<file path="src/hdl/clp_pkg.sv">
package clp_pkg;

    localparam int          CLP_NUM_CH      = 4;
    localparam int          CLP_ADDR_W      = 4;
    localparam int          CLP_DATA_W      = 5;
    localparam int          CLP_CNT_W       = 8;

    // the configuration clock rate, kept for reference only; no counter uses it
    localparam int          CLP_CLK_HZ      = 50_000_000;

    // channel latch n sits at CLP_ADDR_CH0 + n
    localparam logic [3:0]  CLP_ADDR_CH0    = 4'h0;
    localparam logic [3:0]  CLP_ADDR_CHLAST = 4'h3;

    // field positions inside a channel latch and its readback word
    localparam int          CLP_F_CKSEL     = 0;
    localparam int          CLP_F_RATE      = 1;
    localparam int          CLP_F_HALF      = 2;
    localparam int          CLP_F_RANGE     = 3;

    // values after reset
    localparam logic        CLP_RST_CKSEL   = 1'h1;
    localparam logic        CLP_RST_RATE    = 1'h0;
    localparam logic        CLP_RST_HALF    = 1'h0;
    localparam logic [4:0]  CLP_RST_RDATA   = 5'h00;

    // two-bit encoding of the ternary speed pin
    localparam logic [1:0]  CLP_SPD_LOW     = 2'h0;
    localparam logic [1:0]  CLP_SPD_MID     = 2'h1;
    localparam logic [1:0]  CLP_SPD_HIGH    = 2'h2;

    typedef enum logic [1:0] {
        CLP_RANGE_LOW,
        CLP_RANGE_MID,
        CLP_RANGE_HIGH
    } clp_range_e;

    typedef struct packed {
        logic half_rate;
        logic rate;
        logic cksel;
    } clp_chan_cfg_s;

    localparam clp_chan_cfg_s CLP_RST_CFG = '{half_rate: CLP_RST_HALF,
                                              rate:      CLP_RST_RATE,
                                              cksel:     CLP_RST_CKSEL};

    typedef struct packed {
        logic [CLP_ADDR_W-1:0] addr;
        logic [CLP_DATA_W-1:0] data;
        logic                  strobe;
    } clp_cfg_wr_s;

endpackage : clp_pkg

</file>
<file path="src/hdl/clp_config_latch_port.sv">
// How it works
// - tx clock output tracks the character clock
// - rate 0 gives reference frequency, 1 doubles
// - no fixed phase to reference clock
// - reset loads every latch and counter defaults
// - ternary speed pin picks PLL rate range
// - write strobe stores data at addressed latch
// - half-rate samples inputs on both reference edges when clock select is 1
// - half-rate launches outputs on both reference edges
// - rate select lives in a configuration latch
// - clock select 0 uses external input clock
//
// Decided for this implementation: the address-and-strobe port and the placing of the registers.
`timescale 1ns/100ps
module clp_config_latch_port
    import clp_pkg::*;
(
    input  wire logic                             clk_i,
    input  wire logic                             rst_n_i,
    input  wire logic                             ce_i,
    input  wire logic [CLP_ADDR_W-1:0]            config_addr_i,
    input  wire logic [CLP_DATA_W-1:0]            config_data_i,
    input  wire logic                             config_write_strobe_i,
    input  wire logic                             rd_strobe_i,
    input  wire logic [CLP_ADDR_W-1:0]            rd_addr_i,
    output logic      [CLP_DATA_W-1:0]            rd_data_o,
    input  wire logic [CLP_NUM_CH-1:0]            channel_reference_clock_i,
    input  wire logic [CLP_NUM_CH-1:0]            tx_parallel_input_clock_i,
    input  wire logic [CLP_NUM_CH-1:0][1:0]       signaling_range_select_i,
    output logic      [CLP_NUM_CH-1:0]            tx_clock_out_o,
    output logic      [CLP_NUM_CH-1:0]            char_tick_o,
    output logic      [CLP_NUM_CH-1:0]            char_sample_o,
    output logic      [CLP_NUM_CH-1:0]            char_launch_o,
    output logic      [CLP_NUM_CH-1:0][1:0]       pll_range_o,
    output logic      [CLP_NUM_CH-1:0]            tx_pll_rate_select_o,
    output logic      [CLP_NUM_CH-1:0]            tx_input_clock_select_o
);

    clp_cfg_wr_s                     wr_meta_reg;
    clp_cfg_wr_s                     wr_sync_reg;
    logic                            wr_last_reg;
    logic                            wr_fire;
    logic [CLP_NUM_CH-1:0]           ref_meta_reg;
    logic [CLP_NUM_CH-1:0]           ref_sync_reg;
    logic [CLP_NUM_CH-1:0]           ref_last_reg;
    logic [CLP_NUM_CH-1:0]           txin_meta_reg;
    logic [CLP_NUM_CH-1:0]           txin_sync_reg;
    logic [CLP_NUM_CH-1:0]           txin_last_reg;
    logic [CLP_NUM_CH-1:0][1:0]      spd_meta_reg;
    logic [CLP_NUM_CH-1:0][1:0]      spd_sync_reg;
    clp_chan_cfg_s [CLP_NUM_CH-1:0]  cfg_reg;
    clp_range_e [CLP_NUM_CH-1:0]     range_reg;
    logic [CLP_NUM_CH-1:0]           ref_rise;
    logic [CLP_NUM_CH-1:0]           ref_fall;
    logic [CLP_NUM_CH-1:0]           sample_next;
    logic [CLP_NUM_CH-1:0]           launch_next;
    logic [CLP_NUM_CH-1:0]           tick_w;
    logic [CLP_NUM_CH-1:0]           txclk_w;

    // write, reference, tx input and speed pins are asynchronous, so two flops before any use; the read port is used directly
    always_ff @(posedge clk_i) begin
        if (!rst_n_i) begin
            wr_meta_reg <= '0;
            wr_sync_reg <= '0;
            wr_last_reg <= 1'b0;
        end else if (ce_i) begin
            wr_meta_reg <= '{addr: config_addr_i,
                             data: config_data_i,
                             strobe: config_write_strobe_i};
            wr_sync_reg <= wr_meta_reg;
            wr_last_reg <= wr_sync_reg.strobe;
        end
    end

    always_ff @(posedge clk_i) begin
        if (!rst_n_i) begin
            ref_meta_reg  <= '0;
            ref_sync_reg  <= '0;
            ref_last_reg  <= '0;
            txin_meta_reg <= '0;
            txin_sync_reg <= '0;
            txin_last_reg <= '0;
            spd_meta_reg  <= '0;
            spd_sync_reg  <= '0;
        end else if (ce_i) begin
            ref_meta_reg  <= channel_reference_clock_i;
            ref_sync_reg  <= ref_meta_reg;
            ref_last_reg  <= ref_sync_reg;
            txin_meta_reg <= tx_parallel_input_clock_i;
            txin_sync_reg <= txin_meta_reg;
            txin_last_reg <= txin_sync_reg;
            spd_meta_reg  <= signaling_range_select_i;
            spd_sync_reg  <= spd_meta_reg;
        end
    end

    // the strobe edge is taken after sync; address and data went through the
    // same two flops and must already be steady by then
    assign wr_fire = wr_sync_reg.strobe & ~wr_last_reg;

    // channel latches; an address outside the channel span writes nothing
    always_ff @(posedge clk_i) begin
        if (!rst_n_i) begin
            cfg_reg <= {CLP_NUM_CH{CLP_RST_CFG}};
        end else if (ce_i && wr_fire) begin
            for (int n = 0; n < CLP_NUM_CH; n++) begin
                if (wr_sync_reg.addr == CLP_ADDR_CH0 + 4'(n)
                    && wr_sync_reg.addr <= CLP_ADDR_CHLAST) begin
                    cfg_reg[n].cksel     <= wr_sync_reg.data[CLP_F_CKSEL];
                    cfg_reg[n].rate      <= wr_sync_reg.data[CLP_F_RATE];
                    cfg_reg[n].half_rate <= wr_sync_reg.data[CLP_F_HALF];
                end
            end
        end
    end

    // a floating pin code outside the three levels is read as mid
    always_ff @(posedge clk_i) begin
        if (!rst_n_i) begin
            for (int n = 0; n < CLP_NUM_CH; n++) begin
                range_reg[n] <= CLP_RANGE_MID;
            end
        end else if (ce_i) begin
            for (int n = 0; n < CLP_NUM_CH; n++) begin
                case (spd_sync_reg[n])
                    CLP_SPD_LOW:  range_reg[n] <= CLP_RANGE_LOW;
                    CLP_SPD_HIGH: range_reg[n] <= CLP_RANGE_HIGH;
                    default:      range_reg[n] <= CLP_RANGE_MID;
                endcase
            end
        end
    end

    assign ref_rise = ref_sync_reg & ~ref_last_reg;
    assign ref_fall = ~ref_sync_reg & ref_last_reg;

    always_comb begin
        for (int n = 0; n < CLP_NUM_CH; n++) begin
            launch_next[n] = ref_rise[n] | (cfg_reg[n].half_rate & ref_fall[n]);
            if (!cfg_reg[n].cksel) begin
                sample_next[n] = txin_sync_reg[n] & ~txin_last_reg[n];
            end else begin
                sample_next[n] = ref_rise[n]
                               | (cfg_reg[n].half_rate & ref_fall[n]);
            end
        end
    end

    generate
        for (genvar g = 0; g < CLP_NUM_CH; g++) begin : g_ch
            clp_txclk_gen u_gen (
                .clk_i       (clk_i),
                .rst_n_i     (rst_n_i),
                .ce_i        (ce_i),
                .ref_level_i (ref_sync_reg[g]),
                .ref_edge_i  (ref_rise[g] | ref_fall[g]),
                .rate_i      (cfg_reg[g].rate),
                .tx_clk_o    (txclk_w[g]),
                .char_tick_o (tick_w[g])
            );
        end
    endgenerate

    assign tx_clock_out_o = txclk_w;
    assign char_tick_o    = tick_w;

    always_ff @(posedge clk_i) begin
        if (!rst_n_i) begin
            char_sample_o <= '0;
            char_launch_o <= '0;
        end else if (ce_i) begin
            char_sample_o <= sample_next;
            char_launch_o <= launch_next;
        end
    end

    always_ff @(posedge clk_i) begin
        if (!rst_n_i) begin
            pll_range_o             <= {CLP_NUM_CH{CLP_RANGE_MID}};
            tx_pll_rate_select_o    <= {CLP_NUM_CH{CLP_RST_RATE}};
            tx_input_clock_select_o <= {CLP_NUM_CH{CLP_RST_CKSEL}};
        end else if (ce_i) begin
            for (int n = 0; n < CLP_NUM_CH; n++) begin
                pll_range_o[n]             <= range_reg[n];
                tx_pll_rate_select_o[n]    <= cfg_reg[n].rate;
                tx_input_clock_select_o[n] <= cfg_reg[n].cksel;
            end
        end
    end

    // readback: latch fields plus the decoded range; unmapped reads give zero
    always_ff @(posedge clk_i) begin
        if (!rst_n_i) begin
            rd_data_o <= CLP_RST_RDATA;
        end else if (ce_i) begin
            rd_data_o <= CLP_RST_RDATA;
            if (rd_strobe_i) begin
                for (int n = 0; n < CLP_NUM_CH; n++) begin
                    if (rd_addr_i == CLP_ADDR_CH0 + 4'(n)) begin
                        rd_data_o <= {range_reg[n], cfg_reg[n].half_rate,
                                      cfg_reg[n].rate, cfg_reg[n].cksel};
                    end
                end
            end
        end
    end

endmodule : clp_config_latch_port

</file>
<file path="src/hdl/clp_txclk_gen.sv">
`timescale 1ns/100ps
module clp_txclk_gen
    import clp_pkg::*;
(
    input  wire logic clk_i,
    input  wire logic rst_n_i,
    input  wire logic ce_i,
    input  wire logic ref_level_i,
    input  wire logic ref_edge_i,
    input  wire logic rate_i,
    output logic      tx_clk_o,
    output logic      char_tick_o
);

    logic [CLP_CNT_W-1:0] cnt_reg;
    logic [CLP_CNT_W-1:0] mid_reg;
    logic                 tx_clk_next;

    // cycles since the last reference edge; half of it marks the extra toggle
    always_ff @(posedge clk_i) begin
        if (!rst_n_i) begin
            cnt_reg <= '0;
            mid_reg <= '0;
        end else if (ce_i) begin
            if (ref_edge_i) begin
                cnt_reg <= '0;
                mid_reg <= CLP_CNT_W'(({1'b0, cnt_reg} + 1'b1) >> 1);
            end else if (cnt_reg != '1) begin
                cnt_reg <= cnt_reg + 1'b1;
            end
        end
    end

    // output follows reference edges, so its phase to the reference is
    // only whatever the sampling gives
    always_comb begin
        tx_clk_next = tx_clk_o;
        if (!rate_i) begin
            if (ref_edge_i) begin
                tx_clk_next = ref_level_i;
            end
        end else if (ref_edge_i) begin
            tx_clk_next = ~tx_clk_o;
        end else if (mid_reg != '0 && cnt_reg + 1'b1 == mid_reg) begin
            tx_clk_next = ~tx_clk_o;
        end
    end

    always_ff @(posedge clk_i) begin
        if (!rst_n_i) begin
            tx_clk_o    <= 1'b0;
            char_tick_o <= 1'b0;
        end else if (ce_i) begin
            tx_clk_o    <= tx_clk_next;
            char_tick_o <= tx_clk_next & ~tx_clk_o;
        end
    end

endmodule : clp_txclk_gen
</file>
<file path="config.mk">
export PLATFORM = sky130hd
export DESIGN_NAME = clp_config_latch_port
export DESIGN_NICKNAME = d
export VERILOG_FILES = /design/src/hdl/clp_pkg.sv /design/src/hdl/clp_config_latch_port.sv /design/src/hdl/clp_txclk_gen.sv
export SDC_FILE = /design/constraint.sdc
export NUM_CORES = 1
export LEC_CHECK = 0
export BUFFER_PORTS_ARGS = -buffer_cell sky130_fd_sc_hd__buf_2
export CAP_MARGIN = 20
export CORE_MARGIN = 10
export CORE_UTILIZATION = 60
export DETAILED_ROUTE_END_ITERATION = 7
export PLACE_DENSITY = 0.92
export SYNTH_ARGS = -nofsm -noshare
export SYNTH_HDL_FRONTEND = slang
export SYNTH_HIERARCHICAL = 1
export SYNTH_SLANG_ARGS = --single-unit
</file>
<file path="constraint.sdc">
create_clock -name clk_i -period 2.4 [get_ports clk_i]
set_input_delay 0.12 -clock clk_i [delete_from_list [all_inputs] [get_ports clk_i]]
set_output_delay 0.12 -clock clk_i [all_outputs]
set_load 0.05 [all_outputs]
</file>
; After elaboration in Yosys (flattened, before gate mapping)
; Index checks and enable logic that the tools add are counted.
[word_totals]
ff_bits = 178
in_bits = 34
out_inout_bits = 37
word_cells = 195
[classes]
add_sub_neg = 8
magnitude_cmp = 1
eq_ne = 18
n_mux = 37
n_bitwise = 34
n_reduce_logical = 35
[ops]
columns = operator, n
row1 = 2-to-1 mux 8 bit, 8
row2 = "adder 8 x 1 -> 9 bit, second input constant", 4
row3 = "adder 8 x 1 -> 8 bit, second input constant", 4
row4 = == test 8 bit, 4
row5 = "inequality test 8 bit, second input constant", 4
row6 = nonzero test 8 bit, 4
row7 = 2-to-1 mux 5 bit, 5
row8 = AND reduction 2 bit, 12
row9 = 2-to-1 mux 1 bit, 20
row10 = "== test 4 x 2 -> 1 bit, second input constant", 4
row11 = one-hot mux 2 bit (2 select lines), 4
row12 = AND 1 bit, 13
row13 = logical AND 1 bit, 9
row14 = inverter 1 bit, 9
row15 = AND 4 bit, 2
row16 = "== test 2 bit, second input constant", 4
row17 = "== test 4 x 1 -> 1 bit, second input constant", 2
row18 = zero test 2 bit, 4
row19 = zero test 4 bit, 2
row20 = inverter 4 bit, 2
row21 = OR 1 bit, 8
row22 = nonzero test 2 bit, 4
row23 = "less-or-equal comparator 4 x 2 -> 1 bit, second input constant", 1

; Depth between registers and ports, before layout
[logic_depth]
depth_word = 7
ltp_mapped = 8
mapped_depth_nobuf = 7

; Hierarchy
; Netlist, hierarchy kept.
[by_module_without_submodules]
columns = mod, n_inst, cells_each, area_per_inst_um2, seq_area_each_um2
row1 = clp_txclk_gen, 4, 142, 1124.8, 360.3
row2 = clp_config_latch_port, 1, 422, 4204.0, 2122.0

; Worst setup path before layout
; No wires, ideal clock.
[synth_timing]
kind = register -> register
startpoint = register g_ch[0].u_gen.cnt_reg[0]
endpoint = register g_ch[0].u_gen.tx_clk_o
arrival_time_ns = 1.991
required_ns = 2.280
path_slack_ns = 0.290
stages_incl_launch_ff = 9
synth_period_minus_slack_ns = 2.110
cell_sequence = dfxtp_1 -> ha_1 -> and3_1 -> buf_6 -> xnor2_1 -> a2111oi_0 -> and4b_1 -> a311oi_1 -> o31a_1
[synth_between]
elab_chain_cells = 6
[synth_rtl]
columns = item, line
row1 = start: declaration, clp_txclk_gen.sv:15  ; logic [CLP_CNT_W-1:0] cnt_reg;
row2 = start signal: assignment, clp_txclk_gen.sv:29  ; cnt_reg <= cnt_reg + 1'b1;
row3 = adder 8 x 1 -> 8 bit, clp_txclk_gen.sv:44  ; end else if (mid_reg != '0 && cnt_reg + 1'b1 == mid_reg) begin
row4 = == test 8 bit, clp_txclk_gen.sv:44
row5 = logical AND 1 bit, clp_txclk_gen.sv:44
row6 = 2-to-1 mux 1 bit, clp_txclk_gen.sv:44
row7 = 2-to-1 mux 1 bit, clp_txclk_gen.sv:42  ; end else if (ref_edge_i) begin
row8 = 2-to-1 mux 1 bit, clp_txclk_gen.sv:38  ; if (!rate_i) begin
row9 = end signal: assignment, clp_txclk_gen.sv:54  ; tx_clk_o <= tx_clk_next;
row10 = end: declaration, clp_txclk_gen.sv:11  ; output logic tx_clk_o,
; No other way between the ends.
; A chain may end at the register's enable or synchronous reset.

; Final worst setup path
[layout_timing]
startpoint = register g_ch[3].u_gen.cnt_reg[1]
endpoint = register g_ch[3].u_gen.tx_clk_o
[layout_between]
elab_chain_cells = 6
[layout_rtl]
columns = item, line
row1 = start: declaration, clp_txclk_gen.sv:15
row2 = start signal: assignment, clp_txclk_gen.sv:29
row3 = adder 8 x 1 -> 8 bit, clp_txclk_gen.sv:44
row4 = == test 8 bit, clp_txclk_gen.sv:44
row5 = logical AND 1 bit, clp_txclk_gen.sv:44
row6 = 2-to-1 mux 1 bit, clp_txclk_gen.sv:44
row7 = 2-to-1 mux 1 bit, clp_txclk_gen.sv:42
row8 = 2-to-1 mux 1 bit, clp_txclk_gen.sv:38
row9 = end signal: assignment, clp_txclk_gen.sv:54
row10 = end: declaration, clp_txclk_gen.sv:11
; No other way between the ends.

==> impl_metrics.ini <==
[synth]
synth-seq-cells = 178
ys.flop_type = dfxtp_1
synth_cell_types = 56
syn-num-nets = 1036
synth.top_cell.area_share = 0.409
synth_edf_count = 0
ys_top_cells_by_area = dfxtp_1, mux2i_1, nor2_1, xnor2_1, nand2_1
seq_area_frac_synth = 0.409
synthArstFlopShare = 0
netlist_instances = 990
synth_largest_area_cell = dfxtp_1
yosys_warnings = 6
synth_area_um2 = 8700
avgSynthCellArea_um2 = 8.79

[setup_path]
crit_path_end_kind = register
start_kind = register
r2r_start = g_ch[3].u_gen/cnt_reg[1]$_SDFFE_PN0P_
cp.arrival_ns = 2.59
crit_fanout = 6
cp.required_ns = 2.72
crit-reg2reg-capture = g_ch[3].u_gen/tx_clk_o$_SDFFE_PN0P_
reg2reg_setup_slack_ns = 0.13
crit_type = reg -> reg
ff2ff_path_depth = 7

[floorplanning]
ios = 71
fp.dieArea_um2 = 19700
fp.dieW_um = 140
start_util = 0.620
core_area_um2 = 14000
rows = 43
die_h_um = 140

[placement]
dp_hpwl_um = 14000
dp.cells = 1190
placed_area_um2 = 9110
portBuffers = 68
routabilityCongestion = 0.887
place_ws_ns = 0.139

[grt]
overflow = 0
grt_pass1_wl_um = 36200
grtUsageTotal = 0.217
grt_pass1_vias = 7441
antenna_found_initial = 0
grt_max_degree = 67

[final_layout]
num-nets-final = 1099
fin_cells = 1246
seq_area_um2 = 3560
num-fill-cells = 950
drive_above_1_share = 0.136
fin_area_um2 = 9970
multi_input_area_um2 = 4700
n_antenna_cell = 0
fin_util = 0.710
syn_to_final_growth_pct = 14.5

[pwr]
power_density_nw_per_um2 = 669
swShare = 0.264
power_frac_seq = 0.470
power_frac_comb = 0.100
power_frac_clock = 0.430
power.internal_mw = 4.91
ir_drop_mv = 0.690
p_leak_nw = 4.27
switching_power_mw = 1.76

[timing]
slew_viol_final = 0
min_period_ns = 2.27
finalClockSkew_ns = 0.0113
max_freq_mhz = 440
max_slew_margin = 0.547
setup_ws_ns = 0.126
worstMarginPinSlew_ns = 0.677
finalHoldViolCount = 0
fin_crit_sh = 0.948
fin_hold_ws_ns = 0.0564
setup_viol = 0

[clocking]
postCtsSetupRepairBufs = 0
cts_buffers = 17
htree_levels = 4
clk_pin_slew_ns = 0.07
cts.sinks = 178
cts_tree = built
clk_latency_ns = 0.44
cts_root_buf = clkbuf_16
clockBufferDepth = 2

[routing]
drt_wl_total_um = 22600
drt_iter0_drc = 907
postRouteAntennaNets = 0
post_drt_via_cell_ratio = 6.15
vias = 7658
avgRoutedWirePerCell_um = 18.1
drt_pre_antenna_iters = 7
drc_errors = 0

[run_status]
status = complete, no violations

[job]
drv_cap = 0

[worst_hold_path]
hold_class = in -> reg
hold_depth = 2
min_from = rst_n_i
hold_end = cfg_reg[3]$_SDFFE_PN1P_
-- cell usage in the layout, fill, tap and decap left out, drive strengths merged, types with 5 or more instances in the layout --
cell           n
a211oi         8
a21boi        12
a21o           8
a21oi         40
a22oi         12
a311oi         8
a31oi         12
and2          16
and3          12
and4b          5
buf           90
clkbuf        17
dfxtp        178
dlygate4sd3   24
ha            12
inv           33
mux2           5
mux2i         81
nand2         81
nand3         36
nand3b         8
nor2         113
nor2b         21
nor3           8
nor3b          5
o211a         20
o211ai         5
o21ai         69
o22ai          5
o31a           8
o31ai          8
or4            8
xnor2         44
xor2          12
-- worst max path at each step --
stage                                          startpoint                             endpoint  slack [ns]
floorplan           g_ch[0].u_gen/cnt_reg[0]$_SDFFE_PN0P_  g_ch[0].u_gen/tx_clk_o$_SDFFE_PN0P_        0.29
global placement    g_ch[2].u_gen/cnt_reg[1]$_SDFFE_PN0P_  g_ch[2].u_gen/tx_clk_o$_SDFFE_PN0P_        0.22
detailed placement  g_ch[2].u_gen/cnt_reg[1]$_SDFFE_PN0P_  g_ch[2].u_gen/tx_clk_o$_SDFFE_PN0P_        0.14
CTS                 g_ch[2].u_gen/cnt_reg[1]$_SDFFE_PN0P_  g_ch[2].u_gen/tx_clk_o$_SDFFE_PN0P_        0.10
global route        g_ch[1].u_gen/cnt_reg[1]$_SDFFE_PN0P_  g_ch[1].u_gen/tx_clk_o$_SDFFE_PN0P_       -0.02
finish              g_ch[3].u_gen/cnt_reg[1]$_SDFFE_PN0P_  g_ch[3].u_gen/tx_clk_o$_SDFFE_PN0P_        0.13
-- per-layer routing --
metal	up-vias	GRT usage	wire length (µm)
met3	57	0.0426	1310
met4	0	0.0870	577
li1	3617	-	-
met1	3647	0.247	9180
met5	-	0	0
met2	337	0.388	11500
-- power groups by stage --
stage          registers [mW]  clock network, mW  logic (mW)
6_report                 3.13               2.87       0.667
5_1_grt                  3.14               2.98       0.723
4_1_cts                  3.13               2.89       0.651
3_5_place_dp             3.19                  0       0.606
3_3_place_gp             3.18                  0       0.589
2_1_floorplan            3.23                  0       0.395
-- kinds of logic (layout without fill, tap and decap cells) --
kind of cell    Yosys count  after routing  share of synthesized area
simple gates            340            340                      0.198
compound gates          223            223                      0.167
flops                   178            178                      0.409
buf+inv                  95            171                     0.0520
mux                      86             86                     0.0996
xor+xnor                 56             56                     0.0564
fa+ha+maj                12             12                     0.0173
-- layout make-up --
type | count | share of cell area
clock buffers | 17 | 0.0427
repair buffers | 114 | 0.0779
clock inverters | 15 | 0.0187
flip-flops and latches | 178 | 0.357
well taps | 180 | 0.0226
multi-input cells | 717 | 0.471
inverters | 25 | 0.00941
-- critical path: stages, from the launching register on --
cell,delay [ns]
dfxtp_1,0.39
ha_1,0.27
and3_1,0.32
xnor2_1,0.12
a2111oi_0,0.37
and4b_1,0.29
a311oi_1,0.09
o31a_1,0.31
-- Yosys cell counts, drive strengths merged (12+ instances only) --
cell,number
a21boi,12
ha,12
o21ai,69
and2,16
nand2,81
a31oi,12
mux2i,81
nand3,36
nor2,113
inv,25
nor2b,21
a21oi,40
buf,36
clkbuf,34
xor2,12
o211a,20
dfxtp,178
a22oi,12
xnor2,44
and3,12
-- timing repair --
item | CTS | global route
hold endpoints to repair | 24 | 0
hold buffers | 24 | 0
endpoints found under the setup margin | 0 | 6
gates resized for setup | 0 | 6
-- metrics by stage --
stage          TNS (ns)  power (mW)
2_1_floorplan         0        3.63
3_3_place_gp          0        3.77
3_5_place_dp          0        3.80
4_1_cts               0        6.67
5_1_grt         -0.0227        6.84
6_report              0        6.67
(Power assumes the default switching activity.)
